==> config.mk <==
export PLATFORM = sky130hd
export DESIGN_NAME = utxch_ctrl_high
export DESIGN_NICKNAME = d
export VERILOG_FILES = /design/src/hdl/utxch_pkg.sv /design/src/hdl/utxch_ctrl_high.sv
export SDC_FILE = /design/constraint.sdc
export NUM_CORES = 1
export LEC_CHECK = 0
export ABC_AREA = 0
export BUFFER_PORTS_ARGS = -buffer_cell sky130_fd_sc_hd__buf_4
export CAP_MARGIN = 10
export CORE_MARGIN = 2
export CORE_UTILIZATION = 51
export CTS_BUF_LIST = sky130_fd_sc_hd__clkbuf_8
export DETAILED_ROUTE_END_ITERATION = 12
export PLACE_DENSITY = 0.93
export SLEW_MARGIN = 15
export SYNTH_ARGS = -nofsm -noshare
export SYNTH_HDL_FRONTEND = slang
export SYNTH_SLANG_ARGS = --single-unit
==> constraint.sdc <==
create_clock -name I_CLK -period 2.6 [get_ports I_CLK]
set_input_delay 0.52 -clock I_CLK [delete_from_list [all_inputs] [get_ports I_CLK]]
set_output_delay 0.52 -clock I_CLK [all_outputs]
set_load 0.05 [all_outputs]
==> src/hdl/utxch_pkg.sv <==
// constants for the transmit endpoint upper control byte block
// assumes a 32-bit classic wishbone slave port and a 100 MHz system clock
//
// Operation
// - force toggle flips toggle, drops packet
// - mode select bit picks dma mode one
// - toggle write enable arms, then self-clears
// - host view: toggle state bit reads live toggle
// - host view, enable high: written toggle value loads
// - enable low: toggle write ignored
// - auto ready on full payload load
// - device view: iso bit selects isochronous
// - direction bit: one transmit, zero receive
// - direction only matters with shared fifo
// - dma enable gates dma requests
// - device view low bits read zero
// - control byte resets to all zero
// - sent packet clears ready, raises event
package utxch_pkg;
   // register indices; byte address is four times the index
   localparam logic [9:0] IDX_CTRL_HIGH = 10'h0113;
   localparam logic [9:0] IDX_STATUS = 10'h011C;
   localparam logic [9:0] IDX_MAX_PAYLOAD = 10'h011D;
   // control byte fields
   localparam int BIT_AUTO_READY = 7;
   localparam int BIT_ISO = 6;
   localparam int BIT_DIR = 5;
   localparam int BIT_DMA_EN = 4;
   localparam int BIT_FORCE_TOGGLE = 3;
   localparam int BIT_DMA_MODE = 2;
   localparam int BIT_TOGGLE_WE = 1;
   localparam int BIT_TOGGLE = 0;
   // status register field
   localparam int BIT_TX_READY = 0;
   // payload size field
   localparam int PAYLOAD_W = 11;
   // reset values
   localparam logic [7:0] CTRL_RESET = 8'h00;
   localparam logic [PAYLOAD_W-1:0] PAYLOAD_RESET = 11'h000;
   localparam logic [31:0] ZERO_WORD = 32'h0000_0000;
   localparam logic [PAYLOAD_W-1:0] COUNT_ONE = 11'h001;
endpackage : utxch_pkg

==> src/hdl/utxch_ctrl_high.sv <==
// transmit endpoint upper control byte with toggle, dma and auto ready
// assumes fifo load, sent and ack strobes are one-cycle pulses on I_CLK
`timescale 1ns/1ps
`default_nettype none
module utxch_ctrl_high (
   // clock and reset
   input wire logic I_CLK,
   input wire logic I_NRST,
   // wishbone classic slave
   input wire logic I_WB_CYC,
   input wire logic I_WB_STB,
   input wire logic I_WB_WE,
   input wire logic [11:0] I_WB_ADR,
   input wire logic [3:0] I_WB_SEL,
   input wire logic [31:0] I_WB_DAT,
   output logic O_WB_ACK,
   output logic [31:0] O_WB_DAT,
   // controller context
   input wire logic I_HOST_MODE,
   input wire logic I_SHARED_FIFO,
   // endpoint events
   input wire logic I_FIFO_LOAD,
   input wire logic I_TX_SENT,
   input wire logic I_TX_ACK,
   // endpoint controls
   output logic O_TOGGLE,
   output logic O_TX_READY,
   output logic O_FLUSH,
   output logic O_TX_DONE_EVT,
   output logic O_ISO,
   output logic O_DIR_TX,
   output logic O_DMA_REQ_EN,
   output logic O_DMA_MODE1,
   output logic O_DMA_REQ
);
   import utxch_pkg::*;

   ////////////////////////////////////////////////////////////////////////
   // state
   typedef struct packed {
      logic ack;
      logic [31:0] rdat;
      logic auto_ready;
      logic iso;
      logic dir;
      logic dma_en;
      logic dma_mode;
      logic toggle;
      logic ready;
      logic [PAYLOAD_W-1:0] cnt;
      logic [PAYLOAD_W-1:0] max_payload;
      logic flush;
      logic done_evt;
      logic dma_req;
      logic dir_tx;
   } utxch_state_t;

   utxch_state_t st_ff;
   utxch_state_t nxt_st;
   logic acc;
   logic wr;
   logic [9:0] idx;
   logic iso_eff;
   logic [PAYLOAD_W-1:0] cnt_inc;

   // register index match, used by read and write decode
   function automatic logic hit(input logic [9:0] a, input logic [9:0] k);
      hit = (a == k);
   endfunction : hit

   // control byte as software sees it in either view
   function automatic logic [7:0] ctrl_view(input utxch_state_t s,
                                            input logic host);
      logic [7:0] v;
      v = CTRL_RESET;
      v[BIT_AUTO_READY] = s.auto_ready;
      v[BIT_ISO] = host ? 1'b0 : s.iso;
      v[BIT_DIR] = s.dir;
      v[BIT_DMA_EN] = s.dma_en;
      v[BIT_DMA_MODE] = s.dma_mode;
      v[BIT_TOGGLE] = host ? s.toggle : 1'b0;
      ctrl_view = v;
   endfunction : ctrl_view

   ////////////////////////////////////////////////////////////////////////
   // bus decode
   assign acc = I_WB_CYC & I_WB_STB;
   assign idx = I_WB_ADR[11:2];
   // write lands on the edge where ack is sampled high
   assign wr = acc & I_WB_WE & st_ff.ack & I_WB_SEL[0];
   assign iso_eff = st_ff.iso & ~I_HOST_MODE;
   assign cnt_inc = st_ff.cnt + COUNT_ONE;

   ////////////////////////////////////////////////////////////////////////
   // next state
   always_comb begin
      nxt_st = st_ff;
      nxt_st.flush = 1'b0;
      nxt_st.done_evt = 1'b0;
      // one wait state, then ack for one cycle
      nxt_st.ack = acc & ~st_ff.ack;

      // sent packet: clear first so any set below wins
      if (I_TX_SENT) begin
         nxt_st.ready = 1'b0;
         nxt_st.done_evt = 1'b1;
         nxt_st.cnt = PAYLOAD_RESET;
      end
      // peer ack advances the toggle, iso traffic never does
      if (I_TX_ACK && !iso_eff) begin
         nxt_st.toggle = ~nxt_st.toggle;
      end
      // byte loads; a full payload raises ready when enabled
      if (I_FIFO_LOAD) begin
         if (st_ff.auto_ready && cnt_inc == st_ff.max_payload) begin
            nxt_st.ready = 1'b1;
            nxt_st.cnt = PAYLOAD_RESET;
         end else begin
            nxt_st.cnt = cnt_inc;
         end
      end

      // control byte write
      if (wr && hit(idx, IDX_CTRL_HIGH)) begin
         nxt_st.auto_ready = I_WB_DAT[BIT_AUTO_READY];
         if (!I_HOST_MODE) begin
            nxt_st.iso = I_WB_DAT[BIT_ISO];
         end
         nxt_st.dir = I_WB_DAT[BIT_DIR];
         nxt_st.dma_en = I_WB_DAT[BIT_DMA_EN];
         nxt_st.dma_mode = I_WB_DAT[BIT_DMA_MODE];
         // forced switch drops the packet whatever the handshake did
         if (I_WB_DAT[BIT_FORCE_TOGGLE]) begin
            nxt_st.toggle = ~st_ff.toggle;
            nxt_st.ready = 1'b0;
            nxt_st.flush = 1'b1;
            nxt_st.cnt = PAYLOAD_RESET;
         end
         // enable is armed and consumed by the same write
         if (I_HOST_MODE && I_WB_DAT[BIT_TOGGLE_WE]) begin
            nxt_st.toggle = I_WB_DAT[BIT_TOGGLE];
         end
      end
      // software ready set, used for short packets
      if (wr && hit(idx, IDX_STATUS) && I_WB_DAT[BIT_TX_READY]) begin
         nxt_st.ready = 1'b1;
      end
      // payload size; upper bits need the second lane
      if (wr && hit(idx, IDX_MAX_PAYLOAD)) begin
         nxt_st.max_payload[7:0] = I_WB_DAT[7:0];
         if (I_WB_SEL[1]) begin
            nxt_st.max_payload[PAYLOAD_W-1:8] = I_WB_DAT[PAYLOAD_W-1:8];
         end
      end

      // read data captured as ack rises; unmapped reads zero
      nxt_st.rdat = ZERO_WORD;
      if (acc && !st_ff.ack && !I_WB_WE) begin
         if (hit(idx, IDX_CTRL_HIGH)) begin
            nxt_st.rdat[7:0] = ctrl_view(st_ff, I_HOST_MODE);
         end else if (hit(idx, IDX_STATUS)) begin
            nxt_st.rdat[BIT_TX_READY] = st_ff.ready;
         end else if (hit(idx, IDX_MAX_PAYLOAD)) begin
            nxt_st.rdat[PAYLOAD_W-1:0] = st_ff.max_payload;
         end
      end

      // mode 0 asks only for a fresh packet, mode 1 while not ready
      nxt_st.dma_req = st_ff.dma_en & ~st_ff.ready &
                       (st_ff.dma_mode | (st_ff.cnt == PAYLOAD_RESET));
      // without a shared fifo the endpoint is always transmit
      nxt_st.dir_tx = I_SHARED_FIFO ? st_ff.dir : 1'b1;
   end

   ////////////////////////////////////////////////////////////////////////
   // state register
   always_ff @(posedge I_CLK or negedge I_NRST) begin
      if (!I_NRST) begin
         st_ff <= '0;
      end else begin
         st_ff <= nxt_st;
      end
   end

   ////////////////////////////////////////////////////////////////////////
   // outputs, all straight from the state register
   assign O_WB_ACK = st_ff.ack;
   assign O_WB_DAT = st_ff.rdat;
   assign O_TOGGLE = st_ff.toggle;
   assign O_TX_READY = st_ff.ready;
   assign O_FLUSH = st_ff.flush;
   assign O_TX_DONE_EVT = st_ff.done_evt;
   assign O_ISO = st_ff.iso;
   assign O_DIR_TX = st_ff.dir_tx;
   assign O_DMA_REQ_EN = st_ff.dma_en;
   assign O_DMA_MODE1 = st_ff.dma_mode;
   assign O_DMA_REQ = st_ff.dma_req;
endmodule : utxch_ctrl_high
`default_nettype wire

Word level (Yosys, flattened, before mapping). Index checks and enable logic that the tools add are counted.

Bits in registers: 45. Input port bits: 58. Output and inout port bits: 42. Word-level logic and storage cells: 70.

$add $sub $neg: 1. Eq/ne operators: 4. Muxes and demuxes: 21. Bitwise gates (word level): 13. Reduce and logical (&&, ||, !) cells: 15.

Operators with widths (count): two-way mux 11 bit (3); == test 10 x 9 -> 1 bit (second input constant) (3); two-way mux 13 bit (2); two-way mux 12 bit (2); adder 11 x 1 -> 11 bit (second input constant) (1); == test 11 bit (1); logical NOT 11 bit (1); two-way mux 1 bit (11); two-way mux 10 bit (1); logical AND 1 bit (9); bitwise AND 1 bit (8); two-way mux 8 bit (1); NOT 1 bit (4); AND reduction 2 bit (2); logical NOT 1 bit (3); two-way mux 3 bit (1); bitwise OR 1 bit (1).

Depth between registers and ports, before layout. Gate-level depths: netlist (run 1).

Depth in word-level cells: 9. Gate-level depth with buffers: 11. Gate-level depth less buffers: 9.

Worst setup path before layout (run 1). OpenSTA, ideal clock, no wires.

Path type: input-to-reg. Start point: in I_WB_ADR[9]. End point: reg st_ff[15] (netlist name). Library setup time: 0.125 ns. Data arrival time: 2.179 ns. Path slack: 0.296 ns. Cell stages on the path: 8. Cell sequence: nor4b_2 > nand3b_2 > nor4_4 > nand2_2 > and2_4 > and2_4 > buf_6 > mux2_4.

RTL lines: start: declaration (line utxch_ctrl_high.sv:13) `input wire logic [11:0] I_WB_ADR,`; end signal: assignment (line utxch_ctrl_high.sv:181) `st_ff <= nxt_st;`; end: declaration (line utxch_ctrl_high.sv:58) `utxch_state_t st_ff;`.

==> impl_metrics.json, run 1 <==
{
  "power.leakage_nw": 1.587,
  "initial_utilization_pct": 53.36,
  "worst_pin_slew_ns": 0.5572,
  "rows": 26,
  "hold_viol_final": 0,
  "status": "finished, final reports clean",
  "fin_cells": 388,
  "p_seq_share_pct": 46.2,
  "cts_tree": "built",
  "yosys_warnings": 0,
  "antenna_found_initial": 0,
  "maxSlewViolCount": 0,
  "power_per_cell_area_mw_per_mm2": 505.0,
  "fin_crit_ns": 2.467,
  "clk_latency_ns": 0.31,
  "synthXorXnorAreaFrac_pct": 4.151,
  "ys_seq_elements": 45,
  "p_int_w": 0.001125,
  "postCtsHoldBufs": 0,
  "reg2reg_from": "st_ff[16]$_DFF_PN0_",
  "fin_skew_ns": 0.005517,
  "ys_types": 60,
  "port_buffers": 53,
  "synthAdderAreaFrac_pct": 1.369,
  "fin_nets": 378,
  "io_pins": 100,
  "fill_cells": 403,
  "drive_gt1_share_pct": 33.65,
  "post-place-cells": 379,
  "cp-end-kind": "flip-flop",
  "p_switching_w": 0.0004986,
  "antenna_cells": 0,
  "total_power_w": 0.001623,
  "path_max_fanout": 9,
  "drtIter0Drc": 196,
  "clock.fmax_mhz": 405.4,
  "finalSetupViolations": 0,
  "clkSlewWorstSetupHoldPaths_ns": 0.09,
  "synthArstFlopShare_pct": 100.0,
  "synth.area.top_cells": "dfrtp_1 (41%), buf_4 (9.3%), mux2_2 (6.2%), nor2_1 (2.9%), xnor2_1 (2.9%)",
  "synth_top_area_share_pct": 41.06,
  "crit_required_ns": 2.80,
  "yosys_most_used_dff": "dfrtp_1",
  "pwr-share-clk_pct": 34.5,
  "muxShareOfSynthArea_pct": 8.622,
  "die-area_mm2": 0.005980,
  "synth-seq-area-share_pct": 41.06,
  "pwr-share-comb_pct": 19.4,
  "swShare_pct": 30.72,
  "htree_num_levels": 2,
  "synthCells": 271,
  "max-cap-violations": 0,
  "chipHeight_um": 77.33,
  "path_class": "flip-flop to flip-flop",
  "via_count": 2202,
  "drt.antenna.violating_nets": 0,
  "synth_top_family_by_area": "simple AND/OR/NAND/NOR gates",
  "wl_mm": 6.183,
  "core_area_mm2": 0.005140,
  "syn_avg_cell_area_um2": 10.12,
  "worst_setup_path_start_kind": "flip-flop",
  "critPathArrivalTime_ns": 2.67,
  "hpwlAfterDp_mm": 4.623,
  "crit_path_start": "st_ff[16]$_DFF_PN0_",
  "root_buffer": "clkbuf_8",
  "grt-ovfl-total": 0,
  "utilization_pct": 62.54,
  "slew_headroom_pct": 62.85,
  "synth-edff-count": 0,
  "hp-class": "primary input to async pin",
  "wire_per_inst_um": 15.94,
  "rsz0062_at_grt": "no",
  "clock_sinks": 45,
  "routed_via_density": 5.675,
  "synth-compound-area-share_pct": 12.68,
  "syn_to_final_growth_pct": 17.20,
  "drc_errors": 0,
  "gp_congestion": 0.9629,
  "setup_tns_ns": 0,
  "grt_start_max_net_pins": 46,
  "syn_area_mm2": 0.002743,
  "cts-buffers-inserted": 5,
  "clockBufferDepth": 2,
  "fin_crit_sh_pct": 94.87,
  "grt_pass1_wl_mm": 10.01,
  "chipWidth_um": 77.33,
  "synthSimpleGateAreaFrac_pct": 19.16,
  "track_usage_pct": 21.31,
  "yosysTopAreaCell": "dfrtp_1",
  "ir_worst_vdd_mv": 0.3642,
  "grt_pass1_vias": 2021,
  "drtPass1Iterations": 4
}
-- state kept, by name (all words and copies together), names as in the netlist --
signal,flops
O_DIR_TX,1
O_DMA_MODE1,1
O_DMA_REQ,1
O_DMA_REQ_EN,1
O_FLUSH,1
O_ISO,1
O_TOGGLE,1
O_TX_DONE_EVT,1
O_TX_READY,1
O_WB_ACK,1
O_WB_DAT,11
st_ff,24
-- worst max-delay path, stage by stage (launching register included) --
cell and delay (ns):
dfrtp_2 0.48, inv_1 0.11, ha_4 0.22, xnor2_1 0.16, nand3_1 0.14, o21bai_1 0.19
nor3_2 0.19, nand4bb_1 0.24, buf_4 0.22, a31o_1 0.21, a22o_1 0.19
-- synthesized netlist by cell type, drive strengths merged, types with 3 or more instances --
cell	n
and2	8
xnor2	9
nand2	13
dfrtp	45
a21oi	5
a32oi	4
clkbuf	3
a22oi	3
xor2	4
nor2	21
o21ai	5
nor3	4
inv	7
nor4	3
nand4	5
mux2i	3
a31o	5
and3	3
a31oi	5
nand3	12
nand2b	3
mux2	18
nor4b	3
ha	3
a22o	6
buf	43
-- path summary, 6_finish.rpt --
kind,end,slack (ns),depth (start not counted)
max in group asynchronous,st_ff[16]$_DFF_PN0_,2.00,1
min in group I_CLK,O_TX_DONE_EVT$_DFF_PN0_,0.34,1
min,O_WB_DAT[6]$_DFF_PN0_,0.18,1
max reg2reg,st_ff[24]$_DFF_PN0_,0.13,10
max,st_ff[24]$_DFF_PN0_,0.13,10
min reg2reg,O_WB_ACK$_DFF_PN0_,0.48,1
-- through the flow --
stage	setup slack (ns)	hold slack [ns]	area, um^2
2_1_floorplan	0.2955	0.2244	2818
3_3_place_gp	0.1929	0.4555	3060
3_5_place_dp	0.1318	0.4649	3060
4_1_cts	0.07239	0.2110	3179
5_1_grt	0.0006590	0.2255	3214
6_report	0.1334	0.1838	3214
-- power by group through the flow --
stage	clock (W)	sequential (W)	combinational [W]
after floorplan	0	0.000787	0.000200
after global placement	0	0.000760	0.000292
after detailed placement	0	0.000762	0.000297
after CTS	0.000566	0.000748	0.000299
after global routing	0.000606	0.000752	0.000337
final	0.000560	0.000749	0.000314
-- placed cells by master, fill, tap and decap left out, types with 6 or more instances in the layout --
cell type  instances
nand2_1           12
buf_4             65
and2_1             6
dfrtp_1           44
a22o_1             6
nand3_1           12
conb_1            21
mux2_2            15
xnor2_1            9
nor2_1            21
-- kinds of logic after synthesis --
| kind of cell | count (synthesis) |
|---|---|
| mux | 21 |
| simple gates | 88 |
| xor+xnor | 13 |
| other cells | 1 |
| buf+inv | 53 |
| fa+ha+maj | 3 |
| flops | 45 |
| compound gates | 47 |
-- layer usage --
metal / GRT usage [%] / vias to the layer above / share of wire [%]
met2: 34.35 / 99 / 50
met4: 9.107 / 0 / 2.7
met1: 27.69 / 1082 / 40
met5: 0 / - / 0
met3: 4.767 / 17 / 7.1
li1: - / 1004 / -
-- cell type report --
cell class	count	area [um^2]	share of cell area, %
Multi-Input combinational cell	193	1366	42.51
Tap cell	70	87.58	2.725
Clock inverter	3	50.05	1.557
Clock buffer	5	68.82	2.141
Inverter	7	26.28	0.8174
Timing Repair Buffer	65	488.0	15.18
Sequential cell	45	1127	35.07
-- timing repair --
item | in CTS | in global routing
setup endpoints to repair | 0 | 9
gates resized for setup | 0 | 6
buffers inserted | 0 | 1
hold endpoints to repair | 0 | 0
Note: power is estimated with default switching activity, not from simulation.
==> run 2: changes to the inputs <==
--- a/config.mk
+++ b/config.mk
@@ -9,10 +9,10 @@
 export BUFFER_PORTS_ARGS = -buffer_cell sky130_fd_sc_hd__buf_4
 export CAP_MARGIN = 10
 export CORE_MARGIN = 2
-export CORE_UTILIZATION = 51
+export CORE_UTILIZATION = 55
 export CTS_BUF_LIST = sky130_fd_sc_hd__clkbuf_8
 export DETAILED_ROUTE_END_ITERATION = 12
-export PLACE_DENSITY = 0.93
+export PLACE_DENSITY = 0.95
 export SLEW_MARGIN = 15
 export SYNTH_ARGS = -nofsm -noshare
 export SYNTH_HDL_FRONTEND = slang
==> constraint.sdc (replaced) <==
create_clock -name I_CLK -period 3.1 [get_ports I_CLK]
set_input_delay 0.62 -clock I_CLK [delete_from_list [all_inputs] [get_ports I_CLK]]
set_output_delay 0.62 -clock I_CLK [all_outputs]
set_load 0.05 [all_outputs]
==> run 2 against run 1 <==
Compared with the run above:
- register-to-register slack improved by 0.42 ns
- count of clock-buffer cells in the layout unchanged
- final cell count decreased by 2.8%
- clock power decreased by 20%
- sequential share of layout area increased by 1.0 points
- sequential power decreased by 16%
- non-clock buffer count decreased by 8
- global-route usage increased by 1.8 points
- clock skew increased by 0.0032 ns
- final area decreased by 3.0%
- power decreased by 18%
- critical endpoint is now st_ff[15]$_DFF_PN0_
- largest power group unchanged
- highest routed layer unchanged
==> impl_metrics.json, run 2 (synthesis results as in run 1) <==
{
  "port_buffers": 53,
  "use_met3_pct": 4.284,
  "chipHeight_um": 74.62,
  "track_usage_pct": 23.12,
  "fin_crit_sh_pct": 82.14,
  "clkSlewWorstSetupHoldPaths_ns": 0.09,
  "use_met2_pct": 39.33,
  "power.leakage_nw": 1.542,
  "routed_via_density": 5.679,
  "r2r.worst_path.cells": 10,
  "slew_headroom_pct": 62.07,
  "core_area_mm2": 0.004755,
  "finalSetupViolations": 0,
  "clock.fmax_mhz": 392.7,
  "drc_errors": 0,
  "fin_nets": 370,
  "via_count": 2141,
  "hpwlAfterDp_mm": 4.605,
  "drtPass1Iterations": 4,
  "largest_reg_flops": 24,
  "post-place-cells": 369,
  "setup_tns_ns": 0,
  "fin_cells": 377,
  "final_common_cell": "buf_4",
  "wire_per_inst_um": 16.06,
  "antenna_cells": 0,
  "antenna_found_initial": 0,
  "status": "finished, final reports clean",
  "postCtsHoldBufs": 0,
  "syn_to_final_growth_pct": 13.73,
  "drive_gt1_share_pct": 30.00,
  "path_class": "flip-flop to flip-flop",
  "p_int_w": 0.0009272,
  "drtIter0Drc": 184,
  "cp-end-kind": "flip-flop",
  "root_buffer": "clkbuf_8",
  "crit_required_ns": 3.29,
  "pwr-share-comb_pct": 18.7,
  "cts_tree": "built",
  "chipWidth_um": 74.62,
  "rsz0062_at_grt": "no",
  "cts_resized": 0,
  "grt_pass1_vias": 2074,
  "htree_num_levels": 2,
  "swShare_pct": 30.22,
  "io_pins": 100,
  "path_max_fanout": 13,
  "clk_latency_ns": 0.30,
  "cts_setup_buffers": 0,
  "maxSlewViolCount": 0,
  "fin_skew_ns": 0.008732,
  "regMostFlops": "st_ff",
  "critPathArrivalTime_ns": 2.74,
  "p_seq_share_pct": 47.5,
  "hp-class": "primary input to async pin",
  "clock_sinks": 45,
  "worst_setup_path_start_kind": "flip-flop",
  "hold_viol_final": 0,
  "max-cap-violations": 0,
  "gp_congestion": 0.8998,
  "initial_utilization_pct": 57.68,
  "worst_pin_slew_ns": 0.5690,
  "grt_pass1_wl_mm": 9.811,
  "grt-ovfl-total": 0,
  "die-area_mm2": 0.005567,
  "drt.antenna.violating_nets": 0,
  "cts-buffers-inserted": 5,
  "gr-usage-met1_pct": 29.73,
  "grt_start_max_net_pins": 46,
  "fin_crit_ns": 2.546,
  "wl_mm": 6.056,
  "final_cell_mix": "buf_4 (57), dfrtp_1 (45), nor2_1 (21), conb_1 (21), mux2_2 (15)",
  "clockBufferDepth": 2,
  "ir_worst_vdd_mv": 0.2757,
  "power_per_cell_area_mw_per_mm2": 426.0,
  "busiest_layer": "met2",
  "rows": 25,
  "p_switching_w": 0.0004016,
  "pwr-share-clk_pct": 33.9
}
[run 2: metal layers]
metal | vias to the layer above | share of wire, %
li1 | 988 | -
met1 | 1056 | 42
met5 | - | 0
met4 | 0 | 1.4
met2 | 86 | 51
met3 | 11 | 5.5
[run 2: power by group through the flow]
stage / registers (W) / clock network, W / logic (W)
2_1_floorplan: 0.000660 / 0 / 0.000168
3_3_place_gp: 0.000641 / 0 / 0.000239
3_5_place_dp: 0.000641 / 0 / 0.000246
4_1_cts: 0.000630 / 0.000452 / 0.000247
5_1_grt: 0.000635 / 0.000479 / 0.000264
6_report: 0.000631 / 0.000450 / 0.000248
[run 2: path summary, 6_finish.rpt]
kind	start	end	slack, ns
max	st_ff[15]$_DFF_PN0_	st_ff[15]$_DFF_PN0_	0.55
min	I_NRST	st_ff[19]$_DFF_PN0_	0.30
max reg2reg	st_ff[15]$_DFF_PN0_	st_ff[15]$_DFF_PN0_	0.55
min reg2reg	O_WB_ACK$_DFF_PN0_	O_WB_ACK$_DFF_PN0_	0.50
max in group asynchronous	I_NRST	st_ff[13]$_DFFE_PN0P_	2.40
min in group I_CLK	I_TX_SENT	O_TX_DONE_EVT$_DFF_PN0_	0.44
[run 2: stage by stage]
stage	worst slack, ns	hold slack (ns)	power [W]	area, um^2	utilization [%]
6_report	0.5536	0.3041	0.001329	3119	65.61
5_1_grt	0.4290	0.3423	0.001378	3119	65.61
4_1_cts	0.5528	0.3274	0.001329	3119	65.61
3_5_place_dp	0.3916	0.4797	0.0008873	3004	63.18
3_3_place_gp	0.4824	0.4623	0.0008796	3004	63.18
2_1_floorplan	0.6955	0.3244	0.0008281	2818	-
[run 2: worst max-delay path: stages (launching register included)]
cell and delay [ns]:
dfrtp_1 0.55, inv_1 0.13, ha_1 0.36, xnor2_1 0.14, nand3_1 0.12, o21bai_1 0.17
nor3_1 0.19, nand4bb_1 0.13, buf_4 0.20, and2_4 0.20, mux2_4 0.26
[run 2: layout make-up]
| class | count | area [um^2] |
|---|---|---|
| Fill cell | 377 | 1635 |
| Multi-Input combinational cell | 193 | 1340 |
| Sequential cell | 45 | 1126 |
| Timing Repair Buffer | 57 | 427.9 |
| Tap cell | 67 | 83.83 |
| Clock buffer | 5 | 68.82 |
| Clock inverter | 3 | 46.29 |
| Inverter | 7 | 26.28 |
